## src/ncsr_defines.vh

```
// constants shared by the network card shared-ram control block
`ifndef NCSR_DEFINES_VH
`define NCSR_DEFINES_VH

// ==========================================================
// clock and timing
`define NCSR_CLK_MHZ          25
`define NCSR_CLK_KHZ          25000
`define NCSR_SYSRST_MIN_MS    50
`define NCSR_SYSRST_CYCLES    (`NCSR_SYSRST_MIN_MS * `NCSR_CLK_KHZ)
`define NCSR_CA_PULSE_NS      200
`define NCSR_CA_PULSE_CYCLES  ((`NCSR_CA_PULSE_NS * `NCSR_CLK_MHZ + 999) / 1000)

// ==========================================================
// control register field positions
`define NCSR_CTRL_RESET_BIT     0
`define NCSR_CTRL_LOOPBACK_BIT  1
`define NCSR_CTRL_ATTENTION_BIT 2
`define NCSR_CTRL_INTCLR_BIT    3
`define NCSR_CTRL_RESET_RST     1'b1
`define NCSR_CTRL_LOOPBACK_RST  1'b0

// ==========================================================
// card address map (word address bits 13..2)
`define NCSR_ADDR_HALF_BIT   13
`define NCSR_ADDR_REGION_HI  12
`define NCSR_ADDR_REGION_LO  11
`define NCSR_REGION_ID       2'h0
`define NCSR_REGION_PAGE     2'h1
`define NCSR_REGION_CTRL     2'h2

// ==========================================================
// access sequencer states
`define NCSR_ST_IDLE    2'h0
`define NCSR_ST_PHASE1  2'h1
`define NCSR_ST_PHASE2  2'h2
`define NCSR_ST_PHASE3  2'h3

`endif

```

## src/ncsr_ctrl_reg.v

```verilog
// write-only card control register with attention pulse and interrupt flag
`timescale 1ns/1ps
`include "ncsr_defines.vh"

module ncsr_ctrl_reg #(
	parameter CA_PULSE_CYCLES = `NCSR_CA_PULSE_CYCLES
) (
	input  wire       clk_in,
	input  wire       rst_in,
	input  wire       ce_in,
	input  wire       wr_in,
	input  wire [3:0] data_in,
	input  wire       coproc_int_in,
	output wire       coproc_reset_out,
	output wire       loopback_select_out,
	output wire       channel_attention_out,
	output wire       card_interrupt_n_out
);

	reg        reset_bit_reg;
	reg        loopback_bit_reg;
	reg  [7:0] ca_count_reg;
	reg        int_flag_reg;
	reg        coproc_int_prev_reg;
	wire       int_rise;

	assign int_rise = coproc_int_in & ~coproc_int_prev_reg;

	// ==========================================================
	// control bits; every write loads the reset and loopback fields at once
	always @(posedge clk_in) begin
		if (rst_in) begin
			reset_bit_reg       <= `NCSR_CTRL_RESET_RST;
			loopback_bit_reg    <= `NCSR_CTRL_LOOPBACK_RST;
			ca_count_reg        <= 8'h00;
			int_flag_reg        <= 1'b0;
			coproc_int_prev_reg <= 1'b0;
		end else if (ce_in) begin
			coproc_int_prev_reg <= coproc_int_in;
			if (wr_in) begin
				reset_bit_reg    <= data_in[`NCSR_CTRL_RESET_BIT];
				loopback_bit_reg <= data_in[`NCSR_CTRL_LOOPBACK_BIT];
			end
			if (wr_in && data_in[`NCSR_CTRL_ATTENTION_BIT])
				ca_count_reg <= CA_PULSE_CYCLES[7:0];
			else if (ca_count_reg != 8'h00)
				ca_count_reg <= ca_count_reg - 8'h01;
			// a coprocessor interrupt in the clearing cycle still wins
			if (int_rise)
				int_flag_reg <= 1'b1;
			else if (wr_in && data_in[`NCSR_CTRL_INTCLR_BIT])
				int_flag_reg <= 1'b0;
		end
	end

	assign coproc_reset_out      = reset_bit_reg;
	assign loopback_select_out   = loopback_bit_reg;
	assign channel_attention_out = (ca_count_reg != 8'h00);
	assign card_interrupt_n_out  = ~int_flag_reg;

endmodule

```

## src/ncsr_sysrst_drv.v

```verilog
// open-collector system reset driver with minimum hold time
`timescale 1ns/1ps
`include "ncsr_defines.vh"

module ncsr_sysrst_drv #(
	parameter HOLD_CYCLES = `NCSR_SYSRST_CYCLES
) (
	input  wire clk_in,
	input  wire rst_in,
	input  wire ce_in,
	input  wire request_in,
	output wire sys_reset_n_out,
	output wire sys_reset_n_oe_out
);

	reg [23:0] hold_count_reg;

	// ==========================================================
	// once started the hold cannot be cut short by a new request
	always @(posedge clk_in) begin
		if (rst_in)
			hold_count_reg <= 24'h00_0000;
		else if (ce_in) begin
			if (hold_count_reg != 24'h00_0000)
				hold_count_reg <= hold_count_reg - 24'h00_0001;
			else if (request_in)
				hold_count_reg <= HOLD_CYCLES[23:0];
		end
	end

	// the line is only ever pulled low, never driven high
	assign sys_reset_n_out    = 1'b0;
	assign sys_reset_n_oe_out = (hold_count_reg != 24'h00_0000);

endmodule

```

## src/ncsr_top.v

```verilog
// network card shared-ram control: host access sequencer, decode and control
`timescale 1ns/1ps
`include "ncsr_defines.vh"

// Behaviour
// - reset bit set at reset or write one
// - writing zero releases coprocessor from reset
// - loopback bit follows writes, cleared at reset
// - attention bit one emits one timed pulse
// - interrupt-clear bit one drops flag and line
// - upper twelve data bits are ignored
// - upper half RAM, lower half id/page/control
// - coprocessor fetches command on attention
// - coprocessor bus request wired to its grant
// - host access withdraws coprocessor ready
// - system reset held low at least 50ms
// - four-state sequencer on bus clock falling edge
// - idle gives buffers to coprocessor, waits select
// - phase one swaps buffers, blocks RAM writes
// - phase two performs the host access

module ncsr_top #(
	parameter SYSRST_HOLD_CYCLES = `NCSR_SYSRST_CYCLES,
	parameter CA_PULSE_CYCLES    = `NCSR_CA_PULSE_CYCLES
) (
	// clock, reset, enable
	input  wire        CLOCK_IN,
	input  wire        SRST_IN,
	input  wire        CE_IN,

	// system reset line (open collector)
	input  wire        SYS_RESET_N_IN,
	output wire        SYS_RESET_N_OUT,
	output wire        SYS_RESET_N_OE_OUT,
	input  wire        RESET_REQUEST_IN,

	// expansion card bus
	input  wire        EXPANSION_BUS_CLOCK_IN,
	input  wire        CARD_SELECT_N_IN,
	input  wire        READ_NOT_WRITE_IN,
	input  wire [13:2] ADDR_IN,
	input  wire [15:0] DATA_IN,
	output wire        CARD_INTERRUPT_N_OUT,

	// shared buffer and device enables
	output wire        HOST_BUF_EN_OUT,
	output wire        COPROC_BUF_EN_OUT,
	output wire        BUFFER_WRITE_STROBE_N_OUT,
	output wire        RAM_OUTPUT_ENABLE_OUT,
	output wire        ID_OUTPUT_ENABLE_OUT,
	output wire        PAGE_WRITE_STROBE_OUT,

	// network coprocessor
	output wire        COPROC_RESET_OUT,
	output wire        LOOPBACK_SELECT_OUT,
	output wire        CHANNEL_ATTENTION_OUT,
	output wire        COPROC_READY_OUT,
	input  wire        COPROC_BUS_REQ_IN,
	output wire        COPROC_BUS_GRANT_OUT,
	input  wire        COPROC_INTERRUPT_IN,

	// sequencer state for observation
	output wire [1:0]  SEQ_STATE_OUT
);

	// ==========================================================
	// address decode helpers
	function is_ram;
		input [13:2] addr;
		begin
			is_ram = addr[`NCSR_ADDR_HALF_BIT];
		end
	endfunction

	function is_region;
		input [13:2] addr;
		input [1:0]  region;
		begin
			is_region = ~addr[`NCSR_ADDR_HALF_BIT] &&
			            (addr[`NCSR_ADDR_REGION_HI:`NCSR_ADDR_REGION_LO] == region);
		end
	endfunction

	// ==========================================================
	// reset and bus clock edge detect
	localparam ST_IDLE   = `NCSR_ST_IDLE;
	localparam ST_PHASE1 = `NCSR_ST_PHASE1;
	localparam ST_PHASE2 = `NCSR_ST_PHASE2;
	localparam ST_PHASE3 = `NCSR_ST_PHASE3;

	reg         bus_clk_prev_reg;
	reg  [1:0]  state_reg;
	reg  [1:0]  state_next;
	reg  [13:2] addr_reg;
	reg         rnw_reg;
	wire        hard_rst;
	wire        advance;
	wire        ctrl_wr;
	wire        page_wr;
	wire        ram_sel;
	wire        id_sel;
	wire        page_sel;
	wire        ctrl_sel;
	wire        write_phase;
	wire        take_access;
	wire [3:0]  ctrl_data;
	reg         host_buf_en;
	reg         coproc_buf_en;
	reg         coproc_ready;
	reg         write_strobe;
	reg         ram_oe;
	reg         id_oe;

	// ==========================================================
	// hard reset
	// the card treats the shared system reset like its own hard reset everywhere but in the system reset driver
	assign hard_rst = SRST_IN | ~SYS_RESET_N_IN;

	// inputs are synchronous, so a sampled copy is enough for edge finding
	assign advance = CE_IN & bus_clk_prev_reg & ~EXPANSION_BUS_CLOCK_IN;

	always @(posedge CLOCK_IN) begin
		if (hard_rst)
			bus_clk_prev_reg <= 1'b0;
		else if (CE_IN)
			bus_clk_prev_reg <= EXPANSION_BUS_CLOCK_IN;
	end

	// ==========================================================
	// access sequencer
	always @* begin
		state_next = state_reg;
		case (state_reg)
			ST_IDLE: begin
				if (!CARD_SELECT_N_IN)
					state_next = ST_PHASE1;
			end
			ST_PHASE1: begin
				state_next = ST_PHASE2;
			end
			ST_PHASE2: begin
				state_next = ST_PHASE3;
			end
			ST_PHASE3: begin
				state_next = ST_IDLE;
			end
			default: begin
				state_next = ST_IDLE;
			end
		endcase
	end

	always @(posedge CLOCK_IN) begin
		if (hard_rst)
			state_reg <= ST_IDLE;
		else if (advance)
			state_reg <= state_next;
	end

	// ==========================================================
	// access capture
	// address and direction are frozen when idle takes the access
	assign take_access = advance & (state_reg == ST_IDLE) & ~CARD_SELECT_N_IN;

	always @(posedge CLOCK_IN) begin
		if (hard_rst) begin
			addr_reg <= 12'h000;
			rnw_reg  <= 1'b1;
		end else if (take_access) begin
			addr_reg <= ADDR_IN;
			rnw_reg  <= READ_NOT_WRITE_IN;
		end
	end

	// ==========================================================
	// address decode of the captured access
	assign ram_sel  = is_ram(addr_reg);
	assign id_sel   = is_region(addr_reg, `NCSR_REGION_ID);
	assign page_sel = is_region(addr_reg, `NCSR_REGION_PAGE);
	assign ctrl_sel = is_region(addr_reg, `NCSR_REGION_CTRL);

	// ==========================================================
	// device enables per sequencer phase
	// safe values first, so no phase can leave an enable undriven
	always @* begin
		host_buf_en   = 1'b0;
		coproc_buf_en = 1'b1;
		coproc_ready  = 1'b1;
		write_strobe  = 1'b0;
		ram_oe        = 1'b0;
		id_oe         = 1'b0;
		case (state_reg)
			ST_IDLE: begin
				// coprocessor owns the buffers while the host is away
				host_buf_en   = 1'b0;
				coproc_buf_en = 1'b1;
				coproc_ready  = 1'b1;
			end
			ST_PHASE1: begin
				// write strobe held off while the buffers swap over
				host_buf_en   = 1'b1;
				coproc_buf_en = 1'b0;
				coproc_ready  = 1'b0;
				write_strobe  = 1'b0;
			end
			ST_PHASE2: begin
				// the host access itself
				host_buf_en   = 1'b1;
				coproc_buf_en = 1'b0;
				coproc_ready  = 1'b0;
				write_strobe  = ~rnw_reg & ram_sel;
				ram_oe        = rnw_reg & ram_sel;
				id_oe         = rnw_reg & id_sel;
			end
			ST_PHASE3: begin
				// buffers stay with the host through phase three to keep data stable
				host_buf_en   = 1'b1;
				coproc_buf_en = 1'b0;
				coproc_ready  = 1'b0;
			end
			default: begin
				// unused codes fall back to idle values
				host_buf_en   = 1'b0;
				coproc_buf_en = 1'b1;
				coproc_ready  = 1'b1;
			end
		endcase
	end

	assign HOST_BUF_EN_OUT           = host_buf_en;
	assign COPROC_BUF_EN_OUT         = coproc_buf_en;
	assign BUFFER_WRITE_STROBE_N_OUT = ~write_strobe;
	assign RAM_OUTPUT_ENABLE_OUT     = ram_oe;
	assign ID_OUTPUT_ENABLE_OUT      = id_oe;

	// ==========================================================
	// register writes
	// they land on the single cycle that leaves phase two
	assign write_phase = advance & (state_reg == ST_PHASE2) & ~rnw_reg;
	assign page_wr     = write_phase & page_sel;
	assign ctrl_wr     = write_phase & ctrl_sel;

	assign PAGE_WRITE_STROBE_OUT = page_wr;

	// ==========================================================
	// coprocessor arbitration
	// the coprocessor always owns its bus; host cycles only stretch it
	assign COPROC_BUS_GRANT_OUT = COPROC_BUS_REQ_IN;
	assign COPROC_READY_OUT     = coproc_ready;

	// ==========================================================
	// sequencer state made visible for observation
	assign SEQ_STATE_OUT = state_reg;

	// ==========================================================
	// control register
	// only data bits 3..0 reach the register; the rest are dropped
	assign ctrl_data = DATA_IN[3:0];

	ncsr_ctrl_reg #(
		.CA_PULSE_CYCLES (CA_PULSE_CYCLES)
	) u_ctrl (
		.clk_in                (CLOCK_IN),
		.rst_in                (hard_rst),
		.ce_in                 (CE_IN),
		.wr_in                 (ctrl_wr),
		.data_in               (ctrl_data),
		.coproc_int_in         (COPROC_INTERRUPT_IN),
		.coproc_reset_out      (COPROC_RESET_OUT),
		.loopback_select_out   (LOOPBACK_SELECT_OUT),
		.channel_attention_out (CHANNEL_ATTENTION_OUT),
		.card_interrupt_n_out  (CARD_INTERRUPT_N_OUT)
	);

	// ==========================================================
	// system reset driver
	// counted on the local clock so the minimum hold is independent of the bus
	ncsr_sysrst_drv #(
		.HOLD_CYCLES (SYSRST_HOLD_CYCLES)
	) u_sysrst (
		.clk_in             (CLOCK_IN),
		.rst_in             (SRST_IN),
		.ce_in              (CE_IN),
		.request_in         (RESET_REQUEST_IN),
		.sys_reset_n_out    (SYS_RESET_N_OUT),
		.sys_reset_n_oe_out (SYS_RESET_N_OE_OUT)
	);

endmodule

```

## config.mk

```make
export PLATFORM = sky130hd
export DESIGN_NAME = ncsr_top
export DESIGN_NICKNAME = d
export VERILOG_FILES = /design/src/ncsr_ctrl_reg.v /design/src/ncsr_sysrst_drv.v /design/src/ncsr_top.v
export VERILOG_INCLUDE_DIRS = /design/src
export SDC_FILE = /design/constraint.sdc
export NUM_CORES = 1
export LEC_CHECK = 0
export BUFFER_PORTS_ARGS = -buffer_cell sky130_fd_sc_hd__clkbuf_2
export CORE_AREA = 2 2 78 72
export DETAILED_ROUTE_END_ITERATION = 6
export DIE_AREA = 0 0 80 74
export PLACE_DENSITY = 0.67
export SYNTH_ARGS = -nofsm -noshare
export SYNTH_HDL_FRONTEND = slang
export SYNTH_SLANG_ARGS = --single-unit
```

## constraint.sdc

```tcl
create_clock -name CLOCK_IN -period 3.9 [get_ports CLOCK_IN]
set_clock_uncertainty 0.05 [all_clocks]
set_input_delay 0.39 -clock CLOCK_IN [delete_from_list [all_inputs] [get_ports CLOCK_IN]]
set_output_delay 0.39 -clock CLOCK_IN [all_outputs]
set_load 0.02 [all_outputs]
```

==> run metrics, run 1 <==
total core area 5130 µm²; unrepaired setup endpoints after global routing false; Post-Synth XOR/XNOR Area 0.0275; Worst Path Required 4.01 ns; Area Growth Syn to Fin 13.2%; Power Dens Cells 938 nW/µm²; simple-gate share of the synthesized area 0.289; number of global-route vias before repair 1713; Slew HR 0.479; Final setup violation count 0; Crit Path Category reg2reg; Detailed Routing Iterations Pass 1 4; Worst EP arrival 2.75 ns; num rows 25; GPL Wtd Cong 0.784; reg2reg path depth 5; Final Slew Violations 0; DRT antenna net count 0; max reg flops 24; ant diodes 0; Avg WL per Cell 12.5 µm; Distinct cells, synth 45; Tmin final 2.64 ns; post-synth top area share 0.386; largest family of logic cells by synthesized area simple AND/OR/NAND/NOR gates; drt initial violations 75; Multi-input gate area 1260 µm²; overall power 2.37 mW; post-CTS resize count 0; Fin. Hold Viols 0; Setup crit end kind register; Synth Area per Inst 8.79 µm²; Synth area leaders dfxtp_1, a21oi_1, or4_1, or3_1, mux2i_1; fraction of layout cells with a size suffix above 1 0.176; Max IR drop VDD 378 µV; crit path launch type register; Mapped Cells 254; Min-Delay Path Class in2reg; DRC Markers 0; worst hold margin 0.252 ns; Die W 80 µm; Commonest cells post-synth dfxtp_1, a21oi_1, nor2_1; reg2reg start u_sysrst.hold_count_reg[2]$_SDFFE_PP0P_; Adder-Cell Fraction of Synth Area 0.0336; worst hold start DATA_IN[0]; RR Endpoint u_sysrst.hold_count_reg[19]$_SDFFE_PP0P_; Min-Delay Path Depth 3; I/O Buffers 29; cts hold-fix bufs 0; total grt overflow 0; Detailed Place HPWL 3080 µm; register area 861 µm²; area leader, netlist dfxtp_1; Leakage 0.977 nW; fin crit share 0.677; initial antenna violation count 0; # IOs 54; CTS Buf Count 5; post-route setup TNS 0 ns; Synth Area in Compound Gates 0.170; run status complete, no violations; R2R Setup Slk 1.26 ns; most common cell in the synthesized netlist dfxtp_1; Syn Nets 298; Vias 1906; TritonCTS clock tree yes; fill count 513; starting density of the core 0.435; CTS root buf clkbuf_8; Mapped Area 2230 µm²; Max-cap violations 0; Clock Tree Buf Depth 2; Vias per Instance 5.51; largest net degree at the start of global routing 16; hold path endpoint u_ctrl.coproc_reset_out$_SDFFE_PP1P_; CTS clock-pin slew for the worst setup and hold paths 0.08 ns; sequential area share after synthesis 0.386; asr flop ratio synth 0; total track usage 0.158; f_max 379 MHz; Die Area 5920 µm²; worst-skew pair later-pin latency 0.30 ns; ys flop type dfxtp_1; Post-synth EDFFs 0; synth warn 0; global-route wire length before repair 7430 µm; Slew @ Worst Pin 0.779 ns; NumNets Final 322; setup bufs post-CTS 0; Die Height 74 µm; # clock sinks 43; mux cell area share after synthesis 0.0404; flop and latch count out of synthesis 43; crit path max fanout 15; Routed WL 4320 µm; htree depth 2
how the worst max path moves through the flow:
stage,startpoint,to,slack [ns],cells after the start
floorplan,u_sysrst.hold_count_reg[2]$_SDFFE_PP0P_,u_sysrst.hold_count_reg[9]$_SDFFE_PP0P_,1.64,7
global placement,u_sysrst.hold_count_reg[2]$_SDFFE_PP0P_,u_sysrst.hold_count_reg[11]$_SDFFE_PP0P_,1.32,5
detailed placement,u_sysrst.hold_count_reg[2]$_SDFFE_PP0P_,u_sysrst.hold_count_reg[23]$_SDFFE_PP0P_,1.26,5
CTS,u_sysrst.hold_count_reg[2]$_SDFFE_PP0P_,u_sysrst.hold_count_reg[23]$_SDFFE_PP0P_,1.26,5
global route,u_sysrst.hold_count_reg[15]$_SDFFE_PP0P_,u_sysrst.hold_count_reg[7]$_SDFFE_PP0P_,1.09,5
finish,u_sysrst.hold_count_reg[2]$_SDFFE_PP0P_,u_sysrst.hold_count_reg[19]$_SDFFE_PP0P_,1.26,5
cells in the final DEF (no fill, tap or decap), drive strengths merged, types with 5 or more instances in the layout:
master  Yosys  routed
nand2      12      12
nor3        8       8
xor2        5       5
clkbuf      4      35
mux2i       9       9
nand3       5       5
ha          6       6
nor4        7       7
inv        13      13
o31ai      13      13
or4        16      16
or3        17      17
dfxtp      43      43
a21oi      27      27
o21ai       9       9
nand2b      6       6
nor2       17      17
metal layers:
layer | global-route usage | wire [µm] | part of all wire | vias up
li1 | - | - | - | 985
met1 | 0.213 | 2200 | 0.51 | 879
met2 | 0.248 | 1910 | 0.44 | 34
met3 | 0.0352 | 150 | 0.035 | 8
met4 | 0.0621 | 59 | 0.014 | 0
met5 | 0 | 0 | 0 | -
through the flow:
stage,setup WS (ns),utilization,std cells,area (µm²)
finish,1.26,0.493,346,2530
global route,1.09,0.493,346,2530
CTS,1.26,0.493,346,2530
detailed placement,1.26,0.467,338,2390
global placement,1.32,0.467,338,2390
floorplan,1.64,-,254,2230
critical path: stages (launching register included):
cell and delay (ns):
dfxtp_1 0.37, or4_1 0.69, or4_4 0.48, o41ai_4 0.65
or4_1 0.21, a21oi_1 0.06
where the power goes:
part           leakage (nW)  switching (mW)  internal (mW)
Clock                0.0654           0.151          0.256
Combinational         0.562           0.744          0.508
Sequential            0.350           0.141          0.571
logic make-up after synthesis:
family,count (synthesis)
AOI/OAI and AO/OA,57
xor gates and xnor gates,7
adders and majority gates,6
buffers and inverters,25
DFF,43
muxes,9
other,1
and+or+nand+nor,106
area by class of cell:
| class | instances | area share |
|---|---|---|
| Clock buffer | 6 | 0.0287 |
| Tap cell | 67 | 0.0332 |
| Timing Repair Buffer | 29 | 0.0574 |
| Inverter | 13 | 0.0193 |
| Multi-Input combinational cell | 186 | 0.497 |
| Sequential cell | 43 | 0.341 |
| Clock inverter | 2 | 0.0238 |
Note: power is estimated with default switching activity, not from simulation.
==> inputs of run 2 (changes only) <==
--- a/config.mk
+++ b/config.mk
@@ -10,7 +10,7 @@
 export CORE_AREA = 2 2 78 72
 export DETAILED_ROUTE_END_ITERATION = 6
 export DIE_AREA = 0 0 80 74
-export PLACE_DENSITY = 0.67
+export PLACE_DENSITY = 0.7
 export SYNTH_ARGS = -nofsm -noshare
 export SYNTH_HDL_FRONTEND = slang
 export SYNTH_SLANG_ARGS = --single-unit
==> constraint.sdc (replaced) <==
create_clock -name CLOCK_IN -period 2.1 [get_ports CLOCK_IN]
set_clock_uncertainty 0.05 [all_clocks]
set_input_delay 0.21 -clock CLOCK_IN [delete_from_list [all_inputs] [get_ports CLOCK_IN]]
set_output_delay 0.21 -clock CLOCK_IN [all_outputs]
set_load 0.02 [all_outputs]
==> run metrics, run 2 (synthesis gave the netlist of run 1 again) <==
Crit Path Category reg2reg (unchanged); Worst EP arrival 2.36 ns (was 2.75 ns); starting density of the core 0.435 (unchanged); Fin. Hold Viols 0 (unchanged); Max-cap violations 0 (unchanged); Switching Share 0.435 (was 0.437); Min-Delay Path Class in2reg (unchanged); I/O Buffers 29 (unchanged); Avg WL per Cell 13.6 µm (was 12.5 µm); fraction of layout cells with a size suffix above 1 0.304 (was 0.176); Area Growth Syn to Fin 28.6% (was 13.2%); Die Height 74 µm (unchanged); overall power 5.47 mW (was 2.37 mW); commonest non-fill, non-tap cell in the layout dfxtp_1 (unchanged); Detailed Place HPWL 3480 µm (was 3080 µm); Max IR drop VDD 821 µV (was 378 µV); CTS root buf clkbuf_8 (unchanged); NumNets Final 356 (was 322); worst hold margin 0.0750 ns (was 0.252 ns); total core area 5130 µm² (unchanged); Final WS setup -0.127 ns (was 1.26 ns); Net Sw Power 2.38 mW (was 1.04 mW); worst-skew pair later-pin latency 0.29 ns (was 0.30 ns); Vias 2051 (was 1906); sequential share of power 0.229 (was 0.301); Clock Tree Buf Depth 2 (unchanged); # clock sinks 43 (unchanged); drt initial violations 128 (was 75); ant diodes 0 (unchanged); Final setup violation count 18 (was 0); GPL Wtd Cong 0.795 (was 0.784); Leakage 1.17 nW (was 0.977 nW); Die W 80 µm (unchanged); htree depth 2 (unchanged); total grt overflow 0 (unchanged); CTS Buf Count 5 (unchanged); Combinational Power Share 0.658 (was 0.528); crit path launch type register (unchanged); initial antenna violation count 0 (unchanged); fin crit share 1.06 (was 0.677); fill count 478 (was 513); num rows 25 (unchanged); Power Dens Cells 1900 nW/µm² (was 938 nW/µm²); Slew @ Worst Pin 0.500 ns (was 0.779 ns); max reg flops 24 (unchanged); violated checks setup timing; largest net degree at the start of global routing 15 (was 16); Die Area 5920 µm² (unchanged); Worst Path Required 2.23 ns (was 4.01 ns); Tmin final 2.23 ns (was 2.64 ns); CTS clock-pin slew for the worst setup and hold paths 0.08 ns (about the same); Setup crit end kind register (unchanged); DRT antenna net count 0 (unchanged); number of global-route vias before repair 1867 (was 1713); DRC Markers 0 (unchanged); Clk network pwr share 0.113 (was 0.172); run status finished with violations (was complete, no violations); Detailed Routing Iterations Pass 1 4 (unchanged); Final Slew Violations 0 (unchanged); Slew HR 0.663 (was 0.479); Vias per Instance 5.41 (was 5.51); f_max 449 MHz (was 379 MHz); unrepaired setup endpoints after global routing true (was false); # IOs 54 (unchanged); total track usage 0.174 (was 0.158); TritonCTS clock tree yes (unchanged); internal power 3.09 mW (was 1.33 mW); crit path max fanout 7 (was 15); most frequent cells in the layout dfxtp_1, buf_4, clkbuf_2 (was dfxtp_1, clkbuf_2, a21oi_1); Routed WL 5160 µm (was 4320 µm); global-route wire length before repair 8300 µm (was 7430 µm)
run 2: final cells by class:
cell class / instances / area (µm²) / share of cell area
inverter: 13 / 48.8 / 0.0170
clock inverter: 1 / 30.0 / 0.0105
clock buffer: 6 / 72.6 / 0.0253
timing repair buffer: 63 / 418 / 0.146
sequential: 43 / 865 / 0.301
tap: 67 / 83.8 / 0.0292
multi-input combinational: 186 / 1350 / 0.471
run 2: worst paths after layout:
check,startpoint,endpoint,slack (ns),depth (start not counted)
worst max register to register,u_sysrst.hold_count_reg[8]$_SDFFE_PP0P_,u_sysrst.hold_count_reg[13]$_SDFFE_PP0P_,-0.13,6
worst min register to register,u_sysrst.hold_count_reg[0]$_SDFFE_PP0P_,u_sysrst.hold_count_reg[0]$_SDFFE_PP0P_,0.43,2
worst min-delay path,DATA_IN[0],u_ctrl.coproc_reset_out$_SDFFE_PP1P_,0.08,3
worst max-delay path,u_sysrst.hold_count_reg[8]$_SDFFE_PP0P_,u_sysrst.hold_count_reg[13]$_SDFFE_PP0P_,-0.13,6
run 2: through the flow:
step | setup slack [ns] | instances | area, µm² | TNS (ns) | utilization
finish | -0.127 | 379 | 2870 | -1.60 | 0.560
global placement | -0.180 | 368 | 2630 | -1.71 | 0.513
floorplan | -0.162 | 254 | 2240 | -0.981 | -
detailed placement | -0.195 | 368 | 2630 | -2.07 | 0.513
global route | -0.196 | 379 | 2870 | -3.00 | 0.560
CTS | -0.102 | 376 | 2770 | -1.07 | 0.539
run 2: critical path, cell delays in order, from the launching register on:
cell and delay, ns:
dfxtp_2 0.32, or4_4 0.58, or3_4 0.40, o41ai_4 0.35, buf_2 0.24, or4_1 0.12, a21oi_1 0.05
run 2: per-layer routing:
metal  global-route usage  up-vias  part of all wire  wire length [µm]
met3               0.0413        8             0.037               190
met1                0.241      965              0.49              2530
met5                    0        -                 0                 0
met4               0.0603        0             0.016                83
li1                     -     1044                 -                 -
met2                0.270       34              0.46              2360
run 2: power groups by stage:
stage          Clock, mW  Sequential [mW]  Combinational [mW]
3_3_place_gp           0             1.24                2.92
2_1_floorplan          0             1.27                2.04
5_1_grt            0.670             1.29                3.90
4_1_cts            0.635             1.23                3.12
6_report           0.620             1.25                3.59
3_5_place_dp           0             1.24                2.97
run 2: what timing repair did:
item / CTS / global route
pin swaps: 2 / 5
setup endpoints to repair: 22 / 24
gates resized for setup: 5 / 18
hold buffers: 0 / 0
buffers inserted: 0 / 2
cloned: 1 / 1
==> inputs of run 3 (changes only) <==
--- a/config.mk
+++ b/config.mk
@@ -10,7 +10,7 @@
 export CORE_AREA = 2 2 78 72
 export DETAILED_ROUTE_END_ITERATION = 6
 export DIE_AREA = 0 0 80 74
-export PLACE_DENSITY = 0.7
+export PLACE_DENSITY_LB_ADDON = 0.2
 export SYNTH_ARGS = -nofsm -noshare
 export SYNTH_HDL_FRONTEND = slang
 export SYNTH_SLANG_ARGS = --single-unit
==> run metrics, run 3 (synthesis gave the netlist of run 1 again) <==
max reg flops 24 (unchanged); f_max 449 MHz (about the same); # IOs 54 (unchanged); worst hold margin 0.0682 ns (was 0.0750 ns); GPL Wtd Cong 0.797 (was 0.795); Placed Area 2650 µm² (was 2630 µm²); Worst EP arrival 2.36 ns (about the same); violated checks setup timing (unchanged); Routed WL 4930 µm (was 5160 µm); CTS root buf clkbuf_8 (unchanged); Combinational Power Share 0.642 (was 0.658); starting density of the core 0.435 (unchanged); Final setup violation count 16 (was 18); R2R Setup Slk -0.13 ns (about the same); total core area 5130 µm² (unchanged); DRC Markers 0 (unchanged); CTS Buf Count 5 (unchanged); # clock sinks 43 (unchanged); Area Growth Syn to Fin 28.3% (was 28.6%); Max-cap violations 0 (unchanged); overall power 5.26 mW (was 5.47 mW); internal power 2.98 mW (was 3.09 mW); CTS clock-pin slew for the worst setup and hold paths 0.09 ns (was 0.08 ns); Net Sw Power 2.28 mW (was 2.38 mW); Avg WL per Cell 13.0 µm (was 13.6 µm); total grt overflow 0 (unchanged); Leakage 1.15 nW (was 1.17 nW); Crit Path Category reg2reg (unchanged); DRT antenna net count 0 (unchanged); NumNets Final 355 (was 356); Die W 80 µm (unchanged); setup bufs post-CTS 0 (unchanged); most frequent cells in the layout dfxtp_1, buf_4, clkbuf_2 (unchanged); fill count 499 (was 478); worst hold start DATA_IN[0] (unchanged); commonest non-fill, non-tap cell in the layout dfxtp_1 (unchanged); worst-skew pair later-pin latency 0.30 ns (was 0.29 ns); Min-Delay Path Depth 3 (unchanged); Die Area 5920 µm² (unchanged); crit path max fanout 8 (was 7); Fin. Hold Viols 0 (unchanged); Tmin final 2.23 ns (about the same); drt initial violations 126 (was 128); initial antenna violation count 0 (unchanged); largest net degree at the start of global routing 15 (unchanged); Clock Tree Buf Depth 2 (unchanged); run status finished with violations (unchanged); reg2reg path depth 6 (unchanged); crit path launch type register (unchanged); Design Area, Final 2860 µm² (was 2870 µm²); number of global-route vias before repair 1794 (was 1867); sequential share of power 0.233 (was 0.229); Switching Share 0.434 (was 0.435); I/O Buffers 29 (unchanged); reg2reg start u_sysrst.hold_count_reg[8]$_SDFFE_PP0P_ (unchanged); total track usage 0.173 (was 0.174); ant diodes 0 (unchanged); RR Endpoint u_sysrst.hold_count_reg[9]$_SDFFE_PP0P_ (was u_sysrst.hold_count_reg[13]$_SDFFE_PP0P_); Power Dens Cells 1840 nW/µm² (was 1900 nW/µm²); global-route wire length before repair 8040 µm (was 8300 µm); Final Slew Violations 0 (unchanged); htree depth 2 (unchanged); Detailed Routing Iterations Pass 1 7 (was 4); slowest cell delay on critical path 0.57 ns (was 0.58 ns); Min-Delay Path Class in2reg (unchanged); Final WS setup -0.127 ns (about the same); Worst Path Required 2.24 ns (was 2.23 ns); TritonCTS clock tree yes (unchanged); hold path endpoint u_ctrl.coproc_reset_out$_SDFFE_PP1P_ (unchanged); Max IR drop VDD 1070 µV (was 821 µV); Setup crit end kind register (unchanged); Vias 2020 (was 2051); Vias per Instance 5.33 (was 5.41); num rows 25 (unchanged); Bufs and invs on worst path 1 (unchanged); cell family with most CP delay simple AND/OR/NAND/NOR gates (unchanged); Slowest-stage cell, CP or4_4 (unchanged); fraction of layout cells with a size suffix above 1 0.311 (was 0.304); Die Height 74 µm (unchanged); Post-Place Cells 370 (was 368); post-route non-filler standard cell count 379 (unchanged); crit-path cells or4_4 -> or3_4 -> o41ai_4 -> buf_6 -> xor2_1 -> a21oi_1 (was or4_4 -> or3_4 -> o41ai_4 -> buf_2 -> or4_1 -> a21oi_1); fin crit share 1.06 (about the same); Detailed Place HPWL 3510 µm (was 3480 µm); Clk network pwr share 0.125 (was 0.113); unrepaired setup endpoints after global routing true (unchanged)
[run 3: timing repair]
action                                 CTS  global route
cloned                                   1             0
gates resized for setup                  5            17
endpoints found under the hold margin    0             0
hold buffers                             0             0
pin swaps                                2             3
setup endpoints to repair               22            24
[run 3: power by group through the flow]
stage	Sequential, mW	Combinational [mW]	Clock (mW)
finish	1.23	3.38	0.658
global route	1.26	3.71	0.703
CTS	1.22	3.10	0.676
detailed placement	1.23	2.97	0
global placement	1.23	2.92	0
floorplan	1.27	2.04	0
[run 3: worst max path at each step]
stage	to	start	slack (ns)	depth (start not counted)
after global placement	u_sysrst.hold_count_reg[9]$_SDFFE_PP0P_	u_sysrst.hold_count_reg[2]$_SDFFE_PP0P_	-0.15	6
after CTS	u_sysrst.hold_count_reg[9]$_SDFFE_PP0P_	u_sysrst.hold_count_reg[8]$_SDFFE_PP0P_	-0.13	6
after detailed placement	u_sysrst.hold_count_reg[9]$_SDFFE_PP0P_	u_sysrst.hold_count_reg[2]$_SDFFE_PP0P_	-0.18	6
final	u_sysrst.hold_count_reg[9]$_SDFFE_PP0P_	u_sysrst.hold_count_reg[8]$_SDFFE_PP0P_	-0.13	6
after global routing	u_sysrst.hold_count_reg[9]$_SDFFE_PP0P_	u_sysrst.hold_count_reg[8]$_SDFFE_PP0P_	-0.20	6
after floorplan	u_sysrst.hold_count_reg[9]$_SDFFE_PP0P_	u_sysrst.hold_count_reg[2]$_SDFFE_PP0P_	-0.16	7
[run 3: stage by stage]
step                 util  setup WS [ns]  TNS, ns
global placement    0.516         -0.149    -1.63
CTS                 0.543         -0.126   -0.950
detailed placement  0.516         -0.184    -1.79
floorplan               -         -0.162   -0.981
global route        0.558         -0.201    -3.17
finish              0.558         -0.127    -1.02
[run 3: worst register-to-register path, stage by stage (launching register included)]
cell and delay, ns:
dfxtp_2 0.32, or4_4 0.57, or3_4 0.40, o41ai_4 0.36
buf_6 0.18, xor2_1 0.15, a21oi_1 0.08
[run 3: metal layers]
layer / wire length (µm) / share of wire / track usage / vias to the layer above
li1: - / - / - / 1051
met1: 2510 / 0.51 / 0.238 / 929
met2: 2170 / 0.44 / 0.266 / 33
met3: 185 / 0.038 / 0.0461 / 7
met4: 53 / 0.011 / 0.0603 / 0
met5: 0 / 0 / 0 / -
[run 3: final cells by class]
| cell class | instances | area [µm²] | area share |
|---|---|---|---|
| Timing Repair Buffer | 62 | 409 | 0.143 |
| Clock buffer | 5 | 68.8 | 0.0240 |
| Clock inverter | 3 | 43.8 | 0.0153 |
| Sequential cell | 43 | 863 | 0.301 |
| Multi-Input combinational cell | 186 | 1350 | 0.470 |
| Inverter | 13 | 48.8 | 0.0170 |
| Tap cell | 67 | 83.8 | 0.0293 |
